## config.mk

```make
export PLATFORM = sky130hd
export DESIGN_NAME = tws_timer
export DESIGN_NICKNAME = d
export VERILOG_FILES = /design/src/tws_pkg.sv /design/src/tws_pin_action.sv /design/src/tws_timer.sv
export SDC_FILE = /design/constraint.sdc
export NUM_CORES = 1
export LEC_CHECK = 0
export ABC_AREA = 1
export BUFFER_PORTS_ARGS = -buffer_cell sky130_fd_sc_hd__buf_4
export CAP_MARGIN = 20
export CORE_ASPECT_RATIO = 0.75
export CORE_UTILIZATION = 54
export DETAILED_ROUTE_END_ITERATION = 16
export PLACE_DENSITY = 0.77
export SYNTH_ARGS = -nofsm -noshare
export SYNTH_HDL_FRONTEND = slang
export SYNTH_SLANG_ARGS = --single-unit
```

## constraint.sdc

```tcl
create_clock -name core_clk_in -period 2.1 [get_ports core_clk_in]
set_input_delay 0.315 -clock core_clk_in [delete_from_list [all_inputs] [get_ports core_clk_in]]
set_output_delay 0.315 -clock core_clk_in [all_outputs]
set_load 0.05 [all_outputs]
```

## src/tws_pkg.sv

```systemverilog
// constants, register map and field layout of the waveform output and status channel
package tws_pkg;
    localparam int TWS_ADDR_W = 8;
    localparam int TWS_DATA_W = 32;
    localparam int TWS_CNT_W = 16;

    // register byte offsets
    localparam logic [7:0] TWS_OFF_CONTROL = 8'h60;
    localparam logic [7:0] TWS_OFF_MODE = 8'h64;
    localparam logic [7:0] TWS_OFF_STATUS = 8'h70;
    localparam logic [7:0] TWS_OFF_IRQ_ENABLE = 8'h74;
    localparam logic [7:0] TWS_OFF_IRQ_DISABLE = 8'h78;
    localparam logic [7:0] TWS_OFF_IRQ_MASK = 8'h7c;
    localparam logic [7:0] TWS_OFF_COUNTER = 8'h80;
    localparam logic [7:0] TWS_OFF_COMPARE_A = 8'h84;
    localparam logic [7:0] TWS_OFF_COMPARE_B = 8'h88;
    localparam logic [7:0] TWS_OFF_COMPARE_C = 8'h8c;

    // status bit positions
    localparam int TWS_ST_OVERFLOW = 0;
    localparam int TWS_ST_CMP_A = 2;
    localparam int TWS_ST_CMP_B = 3;
    localparam int TWS_ST_CMP_C = 4;
    localparam int TWS_ST_EXT_TRIG = 7;
    localparam int TWS_ST_CLOCK_ON = 8;
    localparam int TWS_ST_MIRROR_A = 9;
    localparam int TWS_ST_MIRROR_B = 10;
    localparam int TWS_ST_CHANGE_B = 16;
    localparam int TWS_ST_CHANGE_A = 17;
    localparam int TWS_ST_CHANGE_CLK = 18;
    localparam logic [31:0] TWS_IRQ_BITS = 32'h0007_009d;
    localparam logic [31:0] TWS_CHANGE_BITS = 32'h0007_0000;

    // control bit positions
    localparam int TWS_CTL_CLOCK_EN = 1;
    localparam int TWS_CTL_CLOCK_DIS = 2;
    localparam int TWS_CTL_SOFT_TRIG = 3;

    // mode field positions
    localparam int TWS_MD_EDGE = 8;
    localparam int TWS_MD_SOURCE = 10;
    localparam int TWS_MD_EXT_TRIG_EN = 12;
    localparam int TWS_MD_A_CMP_A = 16;
    localparam int TWS_MD_A_CMP_C = 18;
    localparam int TWS_MD_A_EXT = 20;
    localparam int TWS_MD_A_SOFT = 22;
    localparam int TWS_MD_B_CMP_B = 24;
    localparam int TWS_MD_B_CMP_C = 26;
    localparam int TWS_MD_B_EXT = 28;
    localparam int TWS_MD_B_SOFT = 30;
    localparam logic [31:0] TWS_MODE_WRITABLE = 32'hffff_1f00;
    localparam logic [31:0] TWS_MODE_WAVE_BIT = 32'h0000_8000;

    // pin action encodings
    localparam logic [1:0] TWS_ACT_NONE = 2'h0;
    localparam logic [1:0] TWS_ACT_SET = 2'h1;
    localparam logic [1:0] TWS_ACT_CLEAR = 2'h2;
    localparam logic [1:0] TWS_ACT_TOGGLE = 2'h3;

    // event edge and source encodings
    localparam logic [1:0] TWS_EDGE_RISE = 2'h1;
    localparam logic [1:0] TWS_EDGE_FALL = 2'h2;
    localparam logic [1:0] TWS_EDGE_BOTH = 2'h3;
    localparam logic [1:0] TWS_SRC_PIN_B = 2'h0;
    localparam logic [1:0] TWS_SRC_XC0 = 2'h1;
    localparam logic [1:0] TWS_SRC_XC1 = 2'h2;

    localparam logic [15:0] TWS_CNT_MAX = 16'hffff;
    localparam logic [15:0] TWS_CNT_ZERO = 16'h0000;
    localparam logic [31:0] TWS_WORD_ZERO = 32'h0000_0000;
endpackage

```

## src/tws_pin_action.sv

```systemverilog
// priority selection and application of one pin's four actions
`timescale 1ns/1ns
module tws_pin_action
(
    // current level and enable
    input wire logic level_in,
    input wire logic enable_in,
    // events, highest priority first
    input wire logic ev_soft_in,
    input wire logic ev_ext_in,
    input wire logic ev_cmp_c_in,
    input wire logic ev_cmp_x_in,
    // action fields in the same order
    input wire logic [1:0] act_soft_in,
    input wire logic [1:0] act_ext_in,
    input wire logic [1:0] act_cmp_c_in,
    input wire logic [1:0] act_cmp_x_in,
    // next level
    output logic level_out
);
    import tws_pkg::*;

    function automatic logic apply(input logic lvl, input logic [1:0] act);
        case (act)
            TWS_ACT_SET: apply = 1'b1;
            TWS_ACT_CLEAR: apply = 1'b0;
            TWS_ACT_TOGGLE: apply = ~lvl;
            default: apply = lvl;
        endcase
    endfunction

    // only the highest event that really acts is applied
    always_comb
    begin
        level_out = level_in;
        if (!enable_in)
            level_out = level_in;
        else if (ev_soft_in && act_soft_in != TWS_ACT_NONE)
            level_out = apply(level_in, act_soft_in);
        else if (ev_ext_in && act_ext_in != TWS_ACT_NONE)
            level_out = apply(level_in, act_ext_in);
        else if (ev_cmp_c_in && act_cmp_c_in != TWS_ACT_NONE)
            level_out = apply(level_in, act_cmp_c_in);
        else if (ev_cmp_x_in && act_cmp_x_in != TWS_ACT_NONE)
            level_out = apply(level_in, act_cmp_x_in);
    end
endmodule // tws_pin_action

```

## src/tws_timer.sv

```systemverilog
// waveform output channel of a 16-bit timer with status, interrupt mask and compare registers
//
// Notes on behaviour
// RL1: one pin A action per cycle: soft trigger, external event, compare C, compare A.
// RL2: action code 00 keeps, 01 sets, 10 clears, 11 inverts the pin.
// RL3: compare C match applies the pin A compare C action.
// RL4: external event from the selected source applies the pin A event action.
// RL5: pin B takes its soft, event, compare C and compare B actions.
// RL6: all pin B actions are ignored while pin B is the trigger input.
// RL7: one pin B action per cycle: soft trigger, external event, compare C, compare B.
// RL8: reading status returns then clears the sticky event and pin change bits.
// RL9: counter wrap from maximum to zero sets overflow bit 0 until read.
// RL10: counter reaching compare A, B or C sets bits 2, 3, 4 until read; compare B sets bit 3 only while pin B is not the event input.
// RL11: valid edge on the trigger source sets bit 7 when trigger enable is high.
// RL12: bits 9, 10 mirror pins A and B; bit 8 shows counter clock on.
// RL13: pin mirror bits need no defined reset value.
// RL14: bits 16 to 18 read 0 after a pin change since last read, else 1.
// RL15: writing ones to interrupt enable sets those enables; zeros do nothing.
// RL16: interrupt mask register reads back the enabled sources.
// RL17: compare A match sets its flag, may interrupt, and drives pin A.
// RL18: counter register returns the live 16-bit count in its low half.
// RL19: a trigger zeroes the counter at the next counter clock edge only.
// RL20: compare A is a 16-bit read/write value in bits 15:0.
// RL21: pin B as event source makes pin B an input, pin A the only output.
// RL22: soft trigger restarts the counter at the next edge while the clock runs.
// RL23: writing ones to interrupt disable clears those enables; zeros do nothing.
// RL24: interrupt output is high while any enabled status bit is set.
`timescale 1ns/1ns
module tws_timer
#(
    parameter int CNT_W = tws_pkg::TWS_CNT_W
)
(
    // clock and reset
    input wire logic core_clk_in,
    input wire logic resetn_in,
    // register port
    input wire logic [tws_pkg::TWS_ADDR_W-1:0] reg_addr_in,
    input wire logic [tws_pkg::TWS_DATA_W-1:0] reg_wdata_in,
    input wire logic reg_write_in,
    input wire logic reg_read_in,
    output logic [tws_pkg::TWS_DATA_W-1:0] reg_rdata_out,
    // counter clock edge and external clocks
    input wire logic count_tick_in,
    input wire logic xc0_in,
    input wire logic xc1_in,
    input wire logic xc2_in,
    input wire logic external_clock_pin_in,
    // waveform pins
    input wire logic waveform_pin_a_in,
    output logic waveform_pin_a_out,
    output logic waveform_pin_a_oe_out,
    input wire logic waveform_pin_b_in,
    output logic waveform_pin_b_out,
    output logic waveform_pin_b_oe_out,
    // channel interrupt
    output logic channel_irq_out
);
    import tws_pkg::*;

    typedef struct packed {
        logic [15:0] live_count;
        logic [15:0] compare_a_value;
        logic [15:0] compare_b_value;
        logic [15:0] compare_c_value;
        logic [31:0] mode;
        logic counter_clock_on;
        logic trig_pending;
        logic [31:0] sticky;
        logic [31:0] irq_enable;
        logic pin_a;
        logic pin_b;
        logic prev_src;
        logic prev_a;
        logic prev_b;
        logic prev_clk;
        logic [31:0] rdata;
    } tws_state_t;

    tws_state_t state_q;
    tws_state_t state_d;

    // the register layout holds 16-bit counts only
    if (CNT_W != TWS_CNT_W)
    begin : g_width_check
        $error("counter width must be 16 bits");
    end

    logic wr_ctrl;
    logic rd_status;
    logic soft_trig;
    logic src_level;
    logic src_rise;
    logic src_fall;
    logic ext_event;
    logic ext_trig;
    logic single_mode;
    logic tick;
    logic [15:0] count_next;
    logic count_moved;
    logic ev_overflow;
    logic ev_cmp_a;
    logic ev_cmp_b;
    logic ev_cmp_c;
    logic [31:0] set_bits;
    logic [31:0] status_view;
    logic pin_a_next;
    logic pin_b_next;

    function automatic logic [1:0] field(input logic [31:0] word, input int lsb);
        field = word[lsb +: 2];
    endfunction

    function automatic logic hit(input logic [7:0] addr, input logic [7:0] off);
        hit = (addr == off);
    endfunction

    assign wr_ctrl = reg_write_in && hit(reg_addr_in, TWS_OFF_CONTROL);
    assign rd_status = reg_read_in && hit(reg_addr_in, TWS_OFF_STATUS);
    assign soft_trig = wr_ctrl && reg_wdata_in[TWS_CTL_SOFT_TRIG];
    assign single_mode = (field(state_q.mode, TWS_MD_SOURCE) == TWS_SRC_PIN_B); // RL21

    // external event source and edge detection
    always_comb
    begin
        case (field(state_q.mode, TWS_MD_SOURCE))
            TWS_SRC_PIN_B: src_level = waveform_pin_b_in;
            TWS_SRC_XC0: src_level = xc0_in;
            TWS_SRC_XC1: src_level = xc1_in;
            default: src_level = xc2_in;
        endcase
    end

    assign src_rise = src_level && !state_q.prev_src;
    assign src_fall = !src_level && state_q.prev_src;

    always_comb
    begin
        case (field(state_q.mode, TWS_MD_EDGE))
            TWS_EDGE_RISE: ext_event = src_rise;
            TWS_EDGE_FALL: ext_event = src_fall;
            TWS_EDGE_BOTH: ext_event = src_rise || src_fall;
            default: ext_event = 1'b0;
        endcase
    end

    assign ext_trig = ext_event && state_q.mode[TWS_MD_EXT_TRIG_EN]; // RL11

    // counter advance; a pending trigger waits for the counter clock edge
    assign tick = count_tick_in && state_q.counter_clock_on; // RL22
    assign count_next = state_q.trig_pending ? TWS_CNT_ZERO : state_q.live_count + 16'h0001; // RL19
    assign count_moved = tick;
    assign ev_overflow = tick && !state_q.trig_pending && (state_q.live_count == TWS_CNT_MAX); // RL9
    assign ev_cmp_a = count_moved && (count_next == state_q.compare_a_value); // RL10 RL17
    assign ev_cmp_b = count_moved && !single_mode && (count_next == state_q.compare_b_value); // RL10
    assign ev_cmp_c = count_moved && (count_next == state_q.compare_c_value); // RL10

    always_comb
    begin
        set_bits = TWS_WORD_ZERO;
        set_bits[TWS_ST_OVERFLOW] = ev_overflow;
        set_bits[TWS_ST_CMP_A] = ev_cmp_a;
        set_bits[TWS_ST_CMP_B] = ev_cmp_b;
        set_bits[TWS_ST_CMP_C] = ev_cmp_c;
        set_bits[TWS_ST_EXT_TRIG] = ext_trig;
        set_bits[TWS_ST_CHANGE_A] = waveform_pin_a_in != state_q.prev_a;
        set_bits[TWS_ST_CHANGE_B] = waveform_pin_b_in != state_q.prev_b;
        set_bits[TWS_ST_CHANGE_CLK] = external_clock_pin_in != state_q.prev_clk;
    end

    // change bits are kept as "changed" and read inverted
    always_comb
    begin
        status_view = (state_q.sticky & ~TWS_CHANGE_BITS) | (~state_q.sticky & TWS_CHANGE_BITS); // RL14
        status_view[TWS_ST_CLOCK_ON] = state_q.counter_clock_on; // RL12
        status_view[TWS_ST_MIRROR_A] = state_q.pin_a; // RL12 RL13
        status_view[TWS_ST_MIRROR_B] = single_mode ? waveform_pin_b_in : state_q.pin_b; // RL12
    end

    tws_pin_action u_pin_a
    (
        .level_in(state_q.pin_a),
        .enable_in(1'b1),
        .ev_soft_in(soft_trig),
        .ev_ext_in(ext_event),
        .ev_cmp_c_in(ev_cmp_c),
        .ev_cmp_x_in(ev_cmp_a),
        .act_soft_in(field(state_q.mode, TWS_MD_A_SOFT)),
        .act_ext_in(field(state_q.mode, TWS_MD_A_EXT)),
        .act_cmp_c_in(field(state_q.mode, TWS_MD_A_CMP_C)),
        .act_cmp_x_in(field(state_q.mode, TWS_MD_A_CMP_A)),
        .level_out(pin_a_next)
    ); // RL1 RL2 RL3 RL4 RL17

    tws_pin_action u_pin_b
    (
        .level_in(state_q.pin_b),
        .enable_in(!single_mode),
        .ev_soft_in(soft_trig),
        .ev_ext_in(ext_event),
        .ev_cmp_c_in(ev_cmp_c),
        .ev_cmp_x_in(ev_cmp_b),
        .act_soft_in(field(state_q.mode, TWS_MD_B_SOFT)),
        .act_ext_in(field(state_q.mode, TWS_MD_B_EXT)),
        .act_cmp_c_in(field(state_q.mode, TWS_MD_B_CMP_C)),
        .act_cmp_x_in(field(state_q.mode, TWS_MD_B_CMP_B)),
        .level_out(pin_b_next)
    ); // RL5 RL6 RL7

    always_comb
    begin
        state_d = state_q;
        state_d.pin_a = pin_a_next;
        state_d.pin_b = pin_b_next;
        state_d.prev_src = src_level;
        state_d.prev_a = waveform_pin_a_in;
        state_d.prev_b = waveform_pin_b_in;
        state_d.prev_clk = external_clock_pin_in;
        if (tick)
            state_d.live_count = count_next; // RL19
        // a new trigger in the edge's own cycle stays pending
        state_d.trig_pending = (state_q.trig_pending && !tick) || soft_trig || ext_trig; // RL22
        if (wr_ctrl)
        begin
            if (reg_wdata_in[TWS_CTL_CLOCK_DIS])
                state_d.counter_clock_on = 1'b0;
            else if (reg_wdata_in[TWS_CTL_CLOCK_EN])
                state_d.counter_clock_on = 1'b1;
        end
        if (reg_write_in)
        begin
            case (reg_addr_in)
                TWS_OFF_MODE: state_d.mode = reg_wdata_in & TWS_MODE_WRITABLE;
                TWS_OFF_IRQ_ENABLE: state_d.irq_enable = state_q.irq_enable | (reg_wdata_in & TWS_IRQ_BITS); // RL15
                TWS_OFF_IRQ_DISABLE: state_d.irq_enable = state_q.irq_enable & ~reg_wdata_in; // RL23
                TWS_OFF_COMPARE_A: state_d.compare_a_value = reg_wdata_in[15:0]; // RL20
                TWS_OFF_COMPARE_B: state_d.compare_b_value = reg_wdata_in[15:0];
                TWS_OFF_COMPARE_C: state_d.compare_c_value = reg_wdata_in[15:0];
                default: state_d.irq_enable = state_q.irq_enable;
            endcase
        end
        // the set wins over the read clear
        state_d.sticky = (state_q.sticky & ~(rd_status ? TWS_IRQ_BITS : TWS_WORD_ZERO)) | set_bits; // RL8
        state_d.rdata = TWS_WORD_ZERO;
        if (reg_read_in)
        begin
            case (reg_addr_in)
                TWS_OFF_MODE: state_d.rdata = state_q.mode | TWS_MODE_WAVE_BIT;
                TWS_OFF_STATUS: state_d.rdata = status_view; // RL8
                TWS_OFF_IRQ_MASK: state_d.rdata = state_q.irq_enable; // RL16
                TWS_OFF_COUNTER: state_d.rdata = {16'h0000, state_q.live_count}; // RL18
                TWS_OFF_COMPARE_A: state_d.rdata = {16'h0000, state_q.compare_a_value}; // RL20
                TWS_OFF_COMPARE_B: state_d.rdata = {16'h0000, state_q.compare_b_value};
                TWS_OFF_COMPARE_C: state_d.rdata = {16'h0000, state_q.compare_c_value};
                default: state_d.rdata = TWS_WORD_ZERO;
            endcase
        end
    end

    always_ff @(posedge core_clk_in or negedge resetn_in)
    begin
        if (!resetn_in)
            state_q <= '0;
        else
            state_q <= state_d;
    end

    assign reg_rdata_out = state_q.rdata;
    assign waveform_pin_a_out = state_q.pin_a;
    assign waveform_pin_a_oe_out = 1'b1;
    assign waveform_pin_b_out = state_q.pin_b;
    assign waveform_pin_b_oe_out = !single_mode; // RL21
    assign channel_irq_out = |(status_view & state_q.irq_enable); // RL24

    a_overflow_set: assert property (@(posedge core_clk_in) disable iff (!resetn_in) // RL9
        (tick && !state_q.trig_pending && state_q.live_count == TWS_CNT_MAX)
        |=> (state_q.sticky[TWS_ST_OVERFLOW] && state_q.live_count == TWS_CNT_ZERO))
        else $error("overflow flag not set on wrap");
    a_read_clears: assert property (@(posedge core_clk_in) disable iff (!resetn_in) // RL8
        (rd_status && !ev_cmp_a) ##1 !ev_cmp_a |=> !state_q.sticky[TWS_ST_CMP_A] || $past(ev_cmp_a, 1) == 1'b0
        && !state_q.sticky[TWS_ST_CMP_A])
        else $error("compare a flag survived a status read");
    a_soft_wins_a: assert property (@(posedge core_clk_in) disable iff (!resetn_in) // RL1
        (soft_trig && field(state_q.mode, TWS_MD_A_SOFT) == TWS_ACT_CLEAR) |=> !state_q.pin_a)
        else $error("soft trigger lost its priority on pin a");
    a_cmp_a_pin: assert property (@(posedge core_clk_in) disable iff (!resetn_in) // RL17
        (ev_cmp_a && !soft_trig && !ext_event && !ev_cmp_c
        && field(state_q.mode, TWS_MD_A_CMP_A) == TWS_ACT_TOGGLE)
        |=> (state_q.pin_a != $past(state_q.pin_a)) && state_q.sticky[TWS_ST_CMP_A])
        else $error("compare a did not toggle pin a");
    a_pin_b_held: assert property (@(posedge core_clk_in) disable iff (!resetn_in) // RL6
        single_mode && !reg_write_in |=> $stable(state_q.pin_b))
        else $error("pin b moved while an input");
    a_trigger_zero: assert property (@(posedge core_clk_in) disable iff (!resetn_in) // RL19
        (state_q.trig_pending && !tick) |=> (state_q.trig_pending && $stable(state_q.live_count)))
        else $error("trigger acted before a counter edge");
    a_enable_set: assert property (@(posedge core_clk_in) disable iff (!resetn_in) // RL15
        (reg_write_in && hit(reg_addr_in, TWS_OFF_IRQ_ENABLE) && reg_wdata_in[TWS_ST_CMP_A])
        |=> state_q.irq_enable[TWS_ST_CMP_A])
        else $error("interrupt enable write ignored");
    a_disable_clr: assert property (@(posedge core_clk_in) disable iff (!resetn_in) // RL23
        (reg_write_in && hit(reg_addr_in, TWS_OFF_IRQ_DISABLE) && reg_wdata_in[TWS_ST_OVERFLOW])
        |=> !state_q.irq_enable[TWS_ST_OVERFLOW])
        else $error("interrupt disable write ignored");
    a_change_read: assert property (@(posedge core_clk_in) disable iff (!resetn_in) // RL14
        (waveform_pin_a_in != state_q.prev_a) ##1 (reg_read_in && hit(reg_addr_in, TWS_OFF_STATUS))
        |=> !reg_rdata_out[TWS_ST_CHANGE_A])
        else $error("pin a change not reported");
    a_counter_read: assert property (@(posedge core_clk_in) disable iff (!resetn_in) // RL18
        (reg_read_in && hit(reg_addr_in, TWS_OFF_COUNTER))
        |=> reg_rdata_out == {16'h0000, $past(state_q.live_count)})
        else $error("counter read mismatch");
    a_pin_b_soft: assert property (@(posedge core_clk_in) disable iff (!resetn_in) // RL7
        (!single_mode && soft_trig && field(state_q.mode, TWS_MD_B_SOFT) == TWS_ACT_SET) |=> state_q.pin_b)
        else $error("soft trigger lost its priority on pin b");
    a_pin_a_event: assert property (@(posedge core_clk_in) disable iff (!resetn_in) // RL4
        (ext_event && !soft_trig && field(state_q.mode, TWS_MD_A_EXT) == TWS_ACT_TOGGLE)
        |=> state_q.pin_a != $past(state_q.pin_a))
        else $error("external event did not toggle pin a");
    a_event_flag: assert property (@(posedge core_clk_in) disable iff (!resetn_in) // RL11
        (ext_event && state_q.mode[TWS_MD_EXT_TRIG_EN]) |=> state_q.sticky[TWS_ST_EXT_TRIG])
        else $error("external trigger flag not set");
    a_clock_status: assert property (@(posedge core_clk_in) disable iff (!resetn_in) // RL12
        (reg_read_in && hit(reg_addr_in, TWS_OFF_STATUS))
        |=> reg_rdata_out[TWS_ST_CLOCK_ON] == $past(state_q.counter_clock_on))
        else $error("clock status bit wrong");
    a_mask_read: assert property (@(posedge core_clk_in) disable iff (!resetn_in) // RL16
        (reg_read_in && hit(reg_addr_in, TWS_OFF_IRQ_MASK)) |=> reg_rdata_out == $past(state_q.irq_enable))
        else $error("interrupt mask read mismatch");
    a_irq_level: assert property (@(posedge core_clk_in) disable iff (!resetn_in) // RL24
        (state_q.irq_enable[TWS_ST_OVERFLOW] && state_q.sticky[TWS_ST_OVERFLOW]) |-> channel_irq_out)
        else $error("interrupt missing for a set overflow flag");
    a_zero_match: assert property (@(posedge core_clk_in) disable iff (!resetn_in) // RL10 RL19
        (tick && state_q.trig_pending && state_q.compare_c_value == TWS_CNT_ZERO)
        |=> (state_q.live_count == TWS_CNT_ZERO && state_q.sticky[TWS_ST_CMP_C]))
        else $error("restart did not match compare c at zero");
endmodule // tws_timer

```

# Word-level counts from Yosys, hierarchy flattened
# Cells that the tools add are included.
[op_classes]
add_sub_neg = 1
eq_ne = 52
mux = 26
bitwise_logic = 12
reduce_logical = 54
[ops]
columns = ["op", "n"]
rows = [
  ["$pmux W32 S7", 1],
  ["$and A32 B32 Y32", 3],
  ["$or A32 B19 Y32", 3],
  ["$pmux W32 S2", 1],
  ["$eq A16 B16 Y1", 3],
  ["$eq A8 B7 Y1 const B", 6],
  ["$eq A2 B2 Y1 const B", 19],
  ["$eq A8 B8 Y1 const B", 4],
  ["$mux W32", 1],
  ["$not A19 Y32", 1],
  ["$not A32 Y32", 1],
  ["$reduce_or A32 Y1", 1],
  ["$pmux W1 S3", 10],
  ["$logic_and A1 B1 Y1", 22],
  ["$eq A2 B1 Y1 const B", 10],
  ["$reduce_bool A2 Y1", 10],
  ["$mux W19", 1],
  ["$not A19 Y19", 1],
  ["$add A16 B1 Y16 const B", 1],
  ["$eq A16 B16 Y1 const B", 1],
  ["$mux W16", 1],
  ["$ne A6 B4 Y1 const B", 2],
  ["$reduce_and A2 Y1", 6],
  ["$reduce_bool A6 Y1", 2],
  ["11 further kinds", 34],
]
[word_totals]
regBits = 189
input_bits = 51
out_inout_bits = 37

# Logic depth before layout (Yosys ltp)
# Gate-level depths: netlist (run 1).
[depth]
ltp_word = 9
mapped_depth = 19
mapped_depth_nobuf = 19

# Modules after synthesis
# Synthesis (run 1) repeated with hierarchy kept, for this count alone.
[hier_totals]
cells_unflattened = 1121
area_unflattened_um2 = 8693.3
[modules_own_cells]
columns = ["mod", "n_inst", "cells_per_inst", "area_per_inst_um2"]
rows = [
  ["tws_timer", 1, 1081, 8505.7],
  ["tws_pin_action", 2, 20, 93.8],
]

# Least setup slack after synthesis (run 1)
# Ideal clock, no wire load.
[synth_path]
path_type = "register to register"
from = "register state_q[115] (netlist bit)"
to = "register state_q, in the netlist waveform_pin_a_out"
t_arrival_ns = 2.103
required_ns = 2.038
path_slack_ns = -0.066
path_stages_with_launch = 19
period_less_slack_ns = 2.166
cell_sequence = "dfrtp_1 nor2_1 nand2_1 a32oi_1 inv_1 ha_1 a21oi_1 o21ai_0 nand2_1 inv_1 o21ai_0 nand2_1 inv_1 nand3_1 o21ai_1 inv_1 nand3_2 nand2_1 inv_1"
[synth_between]
elab_chain_len = 9
elab_cells_between_ends = 17
cone_classes = "4 x eq/ne; 4 x mux; 9 x reduce/logical"
[synth_rtl]
columns = ["item", "line", "source"]
rows = [
  ["start: declaration", "tws_timer.sv:80", "tws_state_t state_q;"],
  ["start signal: assignment", "tws_timer.sv:265", "state_q <= state_d;"],
  ["$eq A2 B2 Y1 (tied with other cells)", "tws_timer.sv:126", "case (field(state_q.mode, TWS_MD_SOURCE))"],
  ["$pmux W1 S3 (*)", "tws_timer.sv:126", ""],
  ["named net src_level", "tws_timer.sv:92", "logic src_level;"],
  ["$logic_not A1 Y1", "tws_timer.sv:135", "assign src_fall = !src_level && state_q.prev_src;"],
  ["$logic_and A1 B1 Y1", "tws_timer.sv:135", ""],
  ["$logic_or A1 B1 Y1", "tws_timer.sv:142", "TWS_EDGE_BOTH: ext_event = src_rise || src_fall;"],
  ["$pmux W1 S3 (*)", "tws_timer.sv:139", "case (field(state_q.mode, TWS_MD_EDGE))"],
  ["$logic_and A1 B1 Y1 (*)", "tws_pin_action.sv:40", "else if (ev_ext_in && act_ext_in != TWS_ACT_NONE)"],
  ["$ne A6 B4 Y1 (no source line) (tied with other cells)", "n/a", ""],
  ["$reduce_and A5 Y1 (no source line) or $mux W1 (tied branches)", "n/a", ""],
]
# Mark *: on every way through the listed nets, which the timed path passes. The rest lies on a longest branch.
# A chain may end at the register's enable or synchronous reset.

# Final worst setup path (run 1)
[layout_path]
from = "register state_q[185] (netlist bit)"
to = "register state_q, in the netlist waveform_pin_a_out"
[layout_between]
elab_chain_len = 8
elab_cells_between_ends = 15
cone_classes = "1 x add/sub; 3 x eq/ne; 4 x mux; 7 x reduce/logical"
[layout_rtl]
columns = ["item", "line", "source"]
rows = [
  ["$add A16 B1 Y16 (*)", "tws_timer.sv:151", "assign count_next = state_q.trig_pending ? TWS_CNT_ZERO : state_q.live_count + 16'h0001;"],
  ["$mux W16 (*)", "tws_timer.sv:151", ""],
  ["branches (longest 6 deep; another with $eq A16 B16 Y1)", "n/a", ""],
]
# Mark *: on every way between the ends.

==> results of run 1 <==
==> Yosys cell counts (all sizes together) <==
cell type / number
xor2: 17
o31ai: 9
nand3b: 4
o221ai: 2
nand3: 47
xnor2: 8
clkbuf: 25
inv: 128
o22ai: 16
o21bai: 4
nor2: 74
o41ai: 1
nand4: 22
ha: 9
o2111ai: 1
and2: 1
a21boi: 19
a22o: 1
dfrtp: 165
nor3: 10
or2: 1
o21ai: 104
a32oi: 2
a21oi: 39
buf: 39
a32o: 1
a221oi: 17
a31oi: 8
nand2: 258
conb: 1
o211ai: 3
mux2: 11
clkinv: 1
==> critical path: cells and delay by family, from the launching register on <==
kind / cells / cell delay (ps)
buffers and inverters: 1 / 30
AOI/OAI and AO/OA: 2 / 280
DFF: 1 / 400
and+or+nand+nor: 9 / 1180
xor gates and xnor gates: 1 / 160
adders and majority gates: 1 / 170
==> stage by stage <==
step	std cells	hold WS [ps]	utilization (%)
floorplan	1048	19.41	-
global placement	1362	275.2	64.47
detailed placement	1362	275.7	64.47
CTS	1400	34.00	69.23
global route	1408	32.05	70.65
finish	1408	43.05	70.65
==> layout make-up <==
cell class | instances | area (µm²)
inverters | 129 | 484.2
repair buffers | 187 | 1505
well taps | 205 | 256.5
fillers | 1221 | 4554
multi-input cells | 690 | 4001
flip-flops and latches | 165 | 4133
clock inverters | 12 | 116.4
clock buffers | 20 | 466.7
==> registers in the layout (all words and copies together) (netlist names), named ones only <==
name,count
reg_rdata_out,32
state_q,123
waveform_pin_b_out,1
waveform_pin_a_out,1
==> power by group through the flow <==
stage | Clock, µW | Combinational (µW) | Sequential [µW]
after floorplan | 0 | 401 | 3430
after global placement | 0 | 767 | 3450
after detailed placement | 0 | 787 | 3450
after CTS | 3140 | 823 | 3390
after global routing | 3280 | 962 | 3420
final | 3130 | 871 | 3410
==> how the worst max path moves through the flow <==
stage / slack [ps] / startpoint / depth (start not counted) / endpoint
2_1_floorplan: 4 / state_q[114]$_DFFE_PN0P_ / 18 / waveform_pin_a_out$_DFFE_PN0P_
3_3_place_gp: -130 / state_q[115]$_DFFE_PN0P_ / 18 / waveform_pin_a_out$_DFFE_PN0P_
3_5_place_dp: -190 / state_q[115]$_DFFE_PN0P_ / 18 / waveform_pin_a_out$_DFFE_PN0P_
4_1_cts: -150 / state_q[115]$_DFFE_PN0P_ / 17 / waveform_pin_a_out$_DFFE_PN0P_
5_1_grt: -360 / state_q[185]$_DFFE_PN0P_ / 19 / waveform_pin_a_out$_DFFE_PN0P_
6_report: -240 / state_q[185]$_DFFE_PN0P_ / 14 / waveform_pin_a_out$_DFFE_PN0P_
==> logic make-up (layout without fill, tap and decap cells) <==
family	Yosys count	count (layout)	share of synthesized area, %
compound gates	227	227	15.67
buf+inv	193	348	9.823
xor+xnor	25	25	2.513
flops	165	165	47.39
simple gates	417	417	21.84
other cells	1	1	0.04304
fa+ha+maj	9	9	1.293
mux	11	11	1.422
==> timing repair <==
item,4_1_cts,5_1_grt
setup buffers,3,8
endpoints found under the hold margin,44,0
resized for setup,29,36
pin swaps,18,21
endpoints found under the setup margin,5,8
hold buffers,3,0
cloned,0,0
==> metal layers <==
layer / GRT usage (%) / wire length (µm) / up-vias / share of wire, %
li1: - / - / 3707 / -
met5: 0 / 13 / - / 0.048
met3: 8.156 / 2469 / 64 / 9.1
met4: 11.75 / 685 / 2 / 2.5
met2: 49.72 / 12000 / 423 / 44
met1: 49.65 / 12060 / 3913 / 44
==> summary.md, run 1 <==
| Metric | Value |
|---|---|
| Commonest cells after routing, fill and taps aside | 230 x nand2_1, 173 x buf_4, 162 x dfrtp_1 |
| Top post-synthesis cells by area | dfrtp_1 47%, nand2_1 10%, o21ai_0 5.7%, inv_1 5.4%, buf_4 2.9% |
| Die Span Y | 112 µm |
| Seq/Total Area, Yosys | 47.39% |
| Final setup fails | 6 |
| Status | complete, but fails checks |
| Maximum number of pins on one net before global-route repair | 48 |
| Dpl hpwl | 19690 µm |
| Hold Path Sink | state_q[33]$_DFF_PN0_ |
| HP Start | waveform_pin_b_in |
| CP Cell Sequence | ha_4, nand2_4, nor2_4, nand2_4, o21bai_4, nand3_4, xor2_1, o21ai_1, nor3_2, nand4_2, nand2_2, nand3_2, nand2_1, inv_1 |
| Area grow syn2layout | 25.84% |
| First drt pass iteration count | 6 |
| Rel. slew slack | 32.41% |
| CP endpoint kind | flop |
| GPL Wtd Cong | 1.046 |
| Total Neg Setup Slack | -868.0 ps |
| Syn. warnings | 0 |
| Arr. time, crit path | 2670 ps |
| Core area | 0.01552 mm² |
| CTS tree | yes |
| DRT antenna net count | 0 |
| Average size of a mapped cell | 8.313 µm² |
| Clock power share | 42.3% |
| Worst path max stage delay | 400 ps |
| Worst min-delay path class | input pin to flop |
| Cell taking the most area after synthesis | dfrtp_1 |
| Failing checks | setup timing |
| Slack of the critical path | -243.1 ps |
| Part of the power in registers | 46.0% |
| Netlist cell types | 46 |
| Worst reg2reg path endpoint | waveform_pin_a_out$_DFFE_PN0P_ |
| Final #Nets | 1250 |
| Grt ovf | 0 |
| Final instance area | 0.01096 mm² |
| # DRC | 0 |
| Synth Net Count | 1108 |
| First-pass GRT wire length | 42830 µm |
| Final Cycle Share | 111.6% |
| Leakage | 0.005179 µW |
| Worst skew pair latency | 440 ps |
| Vias in the first global route | 7855 |
| Final Skew | 12.95 ps |
| Top Ports | 88 |
| Worst-Margin Slew | 1014 ps |
| Initial drt markers | 885 |
| PwrDens | 676.1 mW/mm² |
| CP Class | flop to flop |
| Max Buffers Root-to-Sink | 2 |
| Sw Share | 27.36% |
| GRT Util Overall | 34.14% |
| Max VDD drop | 845.5 µV |
| WP data required | 2430 ps |
| CTS Buf Count | 17 |
| Clock root buffer | clkbuf_16 |
| Post-DR vias/cell | 5.759 |
| Chip Width | 148.7 µm |
| Area after DPL | 0.01000 mm² |
| Pre-CTS WS | -189.3 ps |
| CP Max Fanout | 4 |
| Clock transition at the registers of the reported paths | 70 ps |
| Hold Path Cell Cnt | 1 |
| Clock sink count | 165 |
| Initial Util | 56.14% |
| Cells after Synth | 1048 |
| Most used cell, CP | nand2_4 |
| H-tree depth | 4 |
| Net Sw Power | 2028 µW |
| Total Power | 7412 µW |
| Die Area | 0.01665 mm² |
| Hold Vio Cnt, Final | 0 |
| Core Rows | 39 |
| R2r worst-path depth | 14 |
| Slowest-stage cell, CP | dfrtp_1 |
| RSZ-0062 raised after global routing | true |
| Minimum clock period | 2343 ps |
| Synth top area share | 47.39% |
| Vias | 8109 |
| Routed WL | 27230 µm |
| FMAX | 426.8 MHz |
| Share of cells above drive strength 1 | 26.85% |
| FF+latch count, synth | 165 |
| Max Cap Viol | 0 |
| Reg-to-Reg Start | state_q[185]$_DFFE_PN0P_ |
| Initial antenna violation count | 1 |
| Port Buffer Count | 86 |
| Final Slew Violations | 0 |
| N_diodes | 0 |
| Commonest non-fill, non-tap cell in the layout | nand2_1 |
| DR WL/cell | 19.34 µm |
| Startpoint Class | flop |
| Post-synth design cell area | 0.008712 mm² |
| Worst R2R Setup Slack | -240 ps |
| Int Power | 5384 µW |
| Logic pwr share | 11.8% |
Note: power is estimated with default switching activity, not from simulation.
==> run 2: changes to the inputs <==
--- a/config.mk
+++ b/config.mk
@@ -6,12 +6,13 @@
 export NUM_CORES = 1
 export LEC_CHECK = 0
 export ABC_AREA = 1
-export BUFFER_PORTS_ARGS = -buffer_cell sky130_fd_sc_hd__buf_4
 export CAP_MARGIN = 20
 export CORE_ASPECT_RATIO = 0.75
-export CORE_UTILIZATION = 54
+export CORE_UTILIZATION = 58
 export DETAILED_ROUTE_END_ITERATION = 16
-export PLACE_DENSITY = 0.77
+export DONT_BUFFER_PORTS = 1
+export GPL_TIMING_DRIVEN = 0
+export PLACE_DENSITY = 0.76
 export SYNTH_ARGS = -nofsm -noshare
 export SYNTH_HDL_FRONTEND = slang
 export SYNTH_SLANG_ARGS = --single-unit
==> summary.md, run 2 (synthesis gave the netlist of run 1 again) <==
| Metric | Value |
|---|---|
| Status | complete, but fails checks |
| Failing checks | hold timing, setup timing |
| Dpl hpwl | 18970 µm (-3.7%) |
| Post-DR vias/cell | 6.146 (+6.7%) |
| Final Slew Violations | 0 (unchanged) |
| Post-CTS Hold Fix Bufs | 27 (+24) |
| CP Cell Sequence | nor2_4, nand2_2, a32oi_4, inv_2, ha_4, a21oi_4, o21ai_2, nand2_2, inv_2, buf_4, nand3_1, nand2_1, inv_1, nand2_1, nand2_1, nand2_1, nand2_1, nand2_1 |
| Worst path max stage delay | 460 ps (+60 ps) |
| FMAX | 408.3 MHz (-4.3%) |
| Number of flip-flops in the largest register | 123 (unchanged) |
| Reg-to-Reg Start | state_q[115]$_DFFE_PN0P_ |
| # DRC | 0 (unchanged) |
| Die Area | 0.01552 mm² (-6.8%) |
| CP Depth | 18 (+4) |
| Worst skew pair latency | 450 ps (about the same) |
| Slowest-stage cell, CP | dfrtp_2 |
| CP endpoint kind | flop |
| DRT antenna net count | 0 (unchanged) |
| Buf/Inv on CP | 4 (+3) |
| Area grow syn2layout | 19.72% |
| Worst reg2reg path endpoint | waveform_pin_b_out$_DFFE_PN0P_ |
| Clock sink count | 165 (unchanged) |
| Vias in the first global route | 7674 (-2.3%) |
| Worst min-delay path class | input pin to async pin |
| Post-layout util | 71.69% (+1.0 points) |
| Clock root buffer | clkbuf_16 |
| First-pass GRT wire length | 41800 µm (-2.4%) |
| Core area | 0.01455 mm² (-6.2%) |
| Rel. slew slack | 50.81% (+18 points) |
| Commonest cells after routing, fill and taps aside | 226 x nand2_1, 156 x dfrtp_1, 119 x inv_1 |
| Final setup fails | 4 (-2) |
| Routed WL | 28230 µm (+3.7%) |
| N_diodes | 0 (unchanged) |
| CTS Buf Count | 17 (unchanged) |
| Final #Nets | 1173 (-6.2%) |
| Initial antenna violation count | 0 (-1) |
| WP data required | 2440 ps (about the same) |
| GRT Util Overall | 37.24% (+3.1 points) |
| CTS tree | yes |
| Die Span Y | 108.1 µm (-3.4%) |
| Initial drt markers | 1167 (+32%) |
| CP Class | flop to flop |
| Worst R2R Setup Slack | -350 ps (-110 ps) |
| Critical Path Source | state_q[115]$_DFFE_PN0P_ |
| Vias | 8150 (+0.51%) |
| Most used cell, CP | nand2_1 |
| Grt ovf | 0 (unchanged) |
| Top Ports | 88 (unchanged) |
| Share of cells above drive strength 1 | 19.27% (-7.6 points) |
| Core Rows | 38 (-2.6%) |
| Worst-Margin Slew | 737.9 ps (-275.9 ps) |
| Final Skew | 9.489 ps (-3.458 ps) |
| Worst setup endpoint | waveform_pin_b_out$_DFFE_PN0P_ |
| Slack of the critical path | -349.3 ps (-106.2 ps) |
| R2r worst-path depth | 18 (+4) |
| Total Power | 7779 µW (+5.0%) |
| PwrDens | 745.9 mW/mm² (+10%) |
| Maximum number of pins on one net before global-route repair | 166 (+250%) |
| Arr. time, crit path | 2790 ps (+120 ps) |
| Commonest non-fill, non-tap cell in the layout | nand2_1 |
| DR WL/cell | 21.29 µm (+10%) |
| Layout Cells excl Fill | 1326 (-5.8%) |
| RSZ-0062 raised after global routing | true |
| Placed insts | 1248 (-8.4%) |
| Total Neg Setup Slack | -866.7 ps (+1.320 ps) |
| First drt pass iteration count | 8 (+2) |
| Min Hold Slack | -437.2 ps (-480.2 ps) |
| Initial Util | 59.88% (+3.7 points) |
| Chip Width | 143.5 µm (-3.5%) |
| GPL Wtd Cong | 1.020 (-2.5%) |
| CP top delay family | simple AND/OR/NAND/NOR gates |
| Hold Vio Cnt, Final | 166 (+166) |
| Max Buffers Root-to-Sink | 2 (unchanged) |
| Leakage | 0.004711 µW (-9.0%) |
| Max VDD drop | 586.6 µV (-31%) |
| Register with the most flip-flops | state_q |
| Port Buffer Count | 0 (-100%) |
| CP Max Fanout | 5 (+1) |
| Clock transition at the registers of the reported paths | 70 ps (about the same) |
| Startpoint Class | flop |
| Max Cap Viol | 0 (unchanged) |
| Final Cycle Share | 116.6% (+5.1 points) |
| H-tree depth | 4 (unchanged) |
| Minimum clock period | 2449 ps (+106.2 ps) |
-- run 2: changes by cell type in the layout (fill, tap and decap cells not counted), sizes merged --
cell	before	now
inv	133	132
buf	184	57
bufinv	1	5
clkinvlp	4	2
clkbuf	20	45
dlygate4sd3	3	27
-- run 2: power breakdown --
group	internal, µW	leakage [µW]	switching, µW
sequential	3290	0.00220	128
clock	2200	0.000327	1390
combinational	301	0.00219	470
-- run 2: routing by layer --
layer	share of wire [%]	track usage, %	vias to the layer above
li1	-	-	3558
met1	41	51.75	3919
met2	43	53.74	574
met3	13	12.13	99
met4	3.5	14.89	0
met5	0	0	-
-- run 2: area by class of cell --
class / instances / area, µm²
buffer: 64 / 374.1
clock buffer: 19 / 452.9
clock inverter: 13 / 217.7
fill: 1076 / 4119
inverter: 129 / 493.0
multi-input combinational: 690 / 4078
sequential: 165 / 4140
tap: 200 / 250.2
timing repair buffer: 46 / 424.2
-- run 2: what timing repair did --
action | 4_1_cts | 5_1_grt
hold endpoints to repair | 192 | 165
setup endpoints to repair | 8 | 41
resized for setup | 57 | 42
setup buffers | 14 | 5
pin swaps | 23 | 22
-- run 2: worst register-to-register path, cell delays in order (launching register included) --
cell and delay [ps]:
dfrtp_2 460, nor2_4 140, nand2_2 100, a32oi_4 260, inv_2 90, ha_4 190
a21oi_4 170, o21ai_2 100, nand2_2 120, inv_2 70, buf_4 150, nand3_1 60
nand2_1 50, inv_1 80, nand2_1 80, nand2_1 70, nand2_1 60, nand2_1 50
nand2_1 40
-- run 2: stage by stage --
| step | hold slack, ps | instance area, µm² | setup WS, ps |
|---|---|---|---|
| detailed placement | 21.93 | 8972 | -459.4 |
| floorplan | 19.41 | 8722 | 3.844 |
| global route | -444.6 | 10430 | -409.2 |
| finish | -437.2 | 10430 | -349.3 |
| CTS | -436.4 | 10250 | -169.5 |
| global placement | 21.86 | 8972 | -417.5 |
-- run 2: worst min-delay path by stage --
stage	end	depth (start not counted)
2_1_floorplan	async pin	0
3_3_place_gp	state_q[60]$_DFFE_PN0P_	0
3_5_place_dp	state_q[59]$_DFFE_PN0P_	0
4_1_cts	state_q[59]$_DFFE_PN0P_	0
5_1_grt	state_q[59]$_DFFE_PN0P_	0
6_report	state_q[59]$_DFFE_PN0P_	0
==> run 3: changes to the inputs <==
--- a/config.mk
+++ b/config.mk
@@ -12,7 +12,7 @@
 export DETAILED_ROUTE_END_ITERATION = 16
 export DONT_BUFFER_PORTS = 1
 export GPL_TIMING_DRIVEN = 0
-export PLACE_DENSITY = 0.76
+export PLACE_DENSITY_LB_ADDON = 0.05
 export SYNTH_ARGS = -nofsm -noshare
 export SYNTH_HDL_FRONTEND = slang
 export SYNTH_SLANG_ARGS = --single-unit
==> constraint.sdc (replaced) <==
create_clock -name core_clk_in -period 2.1 [get_ports core_clk_in]
set_input_delay 0.42 -clock core_clk_in [delete_from_list [all_inputs] [get_ports core_clk_in]]
set_output_delay 0.42 -clock core_clk_in [all_outputs]
set_load 0.05 [all_outputs]
==> summary.md, run 3 (synthesis gave the netlist of run 1 again) <==
| Metric | Value |
|---|---|
| Status | complete, but fails checks |
| Failing checks | hold timing, setup timing |
| Clock root buffer | clkbuf_16 |
| H-tree depth | 4 (unchanged) |
| Final Slew Violations | 0 (unchanged) |
| WP data required | 2430 ps (about the same) |
| Worst skew pair latency | 430 ps (-20 ps) |
| Hold Vio Cnt, Final | 165 (-0.60%) |
| DRT antenna net count | 0 (unchanged) |
| Final #Nets | 1151 (-1.9%) |
| CTS Buf Count | 17 (unchanged) |
| PwrDens | 733.0 mW/mm² (-1.7%) |
| Vias | 7687 (-5.7%) |
| Total Power | 7386 µW (-5.1%) |
| Min Hold Slack | -321.3 ps (+115.9 ps) |
| First drt pass iteration count | 12 (+4) |
| Chip Width | 143.5 µm (unchanged) |
| Final Skew | 6.684 ps (-2.805 ps) |
| FMAX | 420.3 MHz (+2.9%) |
| Slack of the critical path | -279.3 ps (+70.01 ps) |
| N_diodes | 0 (unchanged) |
| GRT Util Overall | 35.34% (-1.9 points) |
| Top Ports | 88 (unchanged) |
| CP Class | flop to flop |
| Max Cap Viol | 0 (unchanged) |
| Core Rows | 38 (unchanged) |
| Worst min-delay path class | input pin to async pin |
| Worst R2R Setup Slack | -280 ps (+70 ps) |
| Dpl hpwl | 19090 µm (+0.63%) |
| # DRC | 0 (unchanged) |
| Clock sink count | 165 (unchanged) |
| Worst-Margin Slew | 701.9 ps (-36.01 ps) |
| Initial Util | 59.88% (unchanged) |
| Total Neg Setup Slack | -810.8 ps (+55.85 ps) |
| Final setup fails | 5 (+1) |
| Minimum clock period | 2379 ps (-70.01 ps) |
| Final Cycle Share | 113.3% (-3.3 points) |
| Port Buffer Count | 0 (unchanged) |
| Post-CTS Hold Fix Bufs | 3 (-89%) |
| CP Max Fanout | 4 (-1) |
| Initial antenna violation count | 0 (unchanged) |
| R2r worst-path depth | 15 (-3) |
| Arr. time, crit path | 2710 ps (-80 ps) |
| Share of cells above drive strength 1 | 19.02% (-0.25 points) |
| Area grow syn2layout | 15.65% |
| Initial drt markers | 856 (-27%) |
| Critical Path Source | state_q[184]$_DFFE_PN0P_ |
| Rel. slew slack | 53.03% (+2.2 points) |
| Max VDD drop | 544.1 µV (-7.2%) |
| CTS tree | yes |
| Die Span Y | 108.1 µm (unchanged) |
| Routed WL | 26300 µm (-6.8%) |
| CP endpoint kind | flop |
| Maximum number of pins on one net before global-route repair | 166 (unchanged) |
| Clock transition at the registers of the reported paths | 70 ps (about the same) |
| GPL Wtd Cong | 0.9494 (-6.9%) |
| Reg-to-Reg Start | state_q[184]$_DFFE_PN0P_ |
| Worst reg2reg path endpoint | waveform_pin_a_out$_DFFE_PN0P_ |
| Commonest non-fill, non-tap cell in the layout | nand2_1 |
| Post-DR vias/cell | 5.895 (-4.1%) |
| Number of flip-flops in the largest register | 123 (unchanged) |
| Max Buffers Root-to-Sink | 2 (unchanged) |
| RSZ-0062 raised after global routing | true |
| DR WL/cell | 20.17 µm (-5.3%) |
| Grt ovf | 0 (unchanged) |
| Startpoint Class | flop |
| Core area | 0.01455 mm² (unchanged) |
| Register with the most flip-flops | state_q |
| First-pass GRT wire length | 39650 µm (-5.2%) |
| Commonest cells after routing, fill and taps aside | 231 x nand2_1, 155 x dfrtp_1, 120 x inv_1 |
| Die Area | 0.01552 mm² (unchanged) |
| Leakage | 0.004590 µW (-2.6%) |
| Vias in the first global route | 7084 (-7.7%) |
-- run 3: changes by cell type in the layout (fill, tap and decap cells not counted), sizes merged --
cell and delta:
buf +1, clkinv +3, clkinvlp +1, dlygate4sd3 -24, clkbuf -1, bufinv -2
-- run 3: stage by stage --
step | worst slack, ps | utilization (%) | area (µm²) | hold slack, ps | instances
after floorplan | 3.844 | - | 8722 | 124.4 | 1048
after global placement | -482.3 | 61.67 | 8972 | 131.3 | 1248
after detailed placement | -540.7 | 61.67 | 8972 | 130.9 | 1248
after CTS | -186.0 | 67.76 | 9858 | -329.4 | 1297
after global routing | -425.0 | 69.26 | 10080 | -338.2 | 1304
final | -279.3 | 69.26 | 10080 | -321.3 | 1304
-- run 3: how the worst max path moves through the flow --
| stage | endpoint | slack [ps] | depth (start not counted) |
|---|---|---|---|
| floorplan | waveform_pin_a_out$_DFFE_PN0P_ | 4 | 18 |
| global placement | state_q[68]$_DFFE_PN0P_ | -480 | 7 |
| detailed placement | reg_rdata_out[7]$_DFF_PN0_ | -540 | 8 |
| CTS | waveform_pin_a_out$_DFFE_PN0P_ | -190 | 15 |
| global route | waveform_pin_a_out$_DFFE_PN0P_ | -420 | 17 |
| finish | waveform_pin_a_out$_DFFE_PN0P_ | -280 | 15 |
-- run 3: per-layer routing --
layer  track usage, %  wire length (µm)
met1            52.50             11800
met2            48.75             11000
met3            11.56              2988
met4            10.26               514
met5                0                 0
-- run 3: timing repair --
item                                    4_1_cts  5_1_grt
hold endpoints to repair                    168      165
endpoints found under the setup margin       17       27
pin swaps                                    10       17
buffers inserted                             14        7
gates resized for setup                      39       41
-- run 3: final cells by class --
type	instances	area, µm²
plain buffers	64	377.9
clock buffers	17	425.4
clock inverters	15	193.9
fillers	1218	4473
inverters	129	493.0
multi-input cells	690	3999
flip-flops and latches	165	4141
well taps	200	250.2
repair buffers	24	195.2
-- run 3: critical path, cell delays in order, from the launching register on --
cell and delay, ps:
dfrtp_1 410, ha_4 170, nand2_4 70, nor2_4 150, nand2_4 90, nor2_1 90, nand2_1 80, nand3_2 130
xor2_1 160, o21ai_1 110, nor3_2 350, nand4_2 220, nand2_2 110, nand3_2 50, nand2_1 50, inv_1 30
-- run 3: power by group --
part	internal (µW)	total, µW	switching (µW)
registers	3290	3420	123
logic	240	663	423
clock network	1900	3310	1400
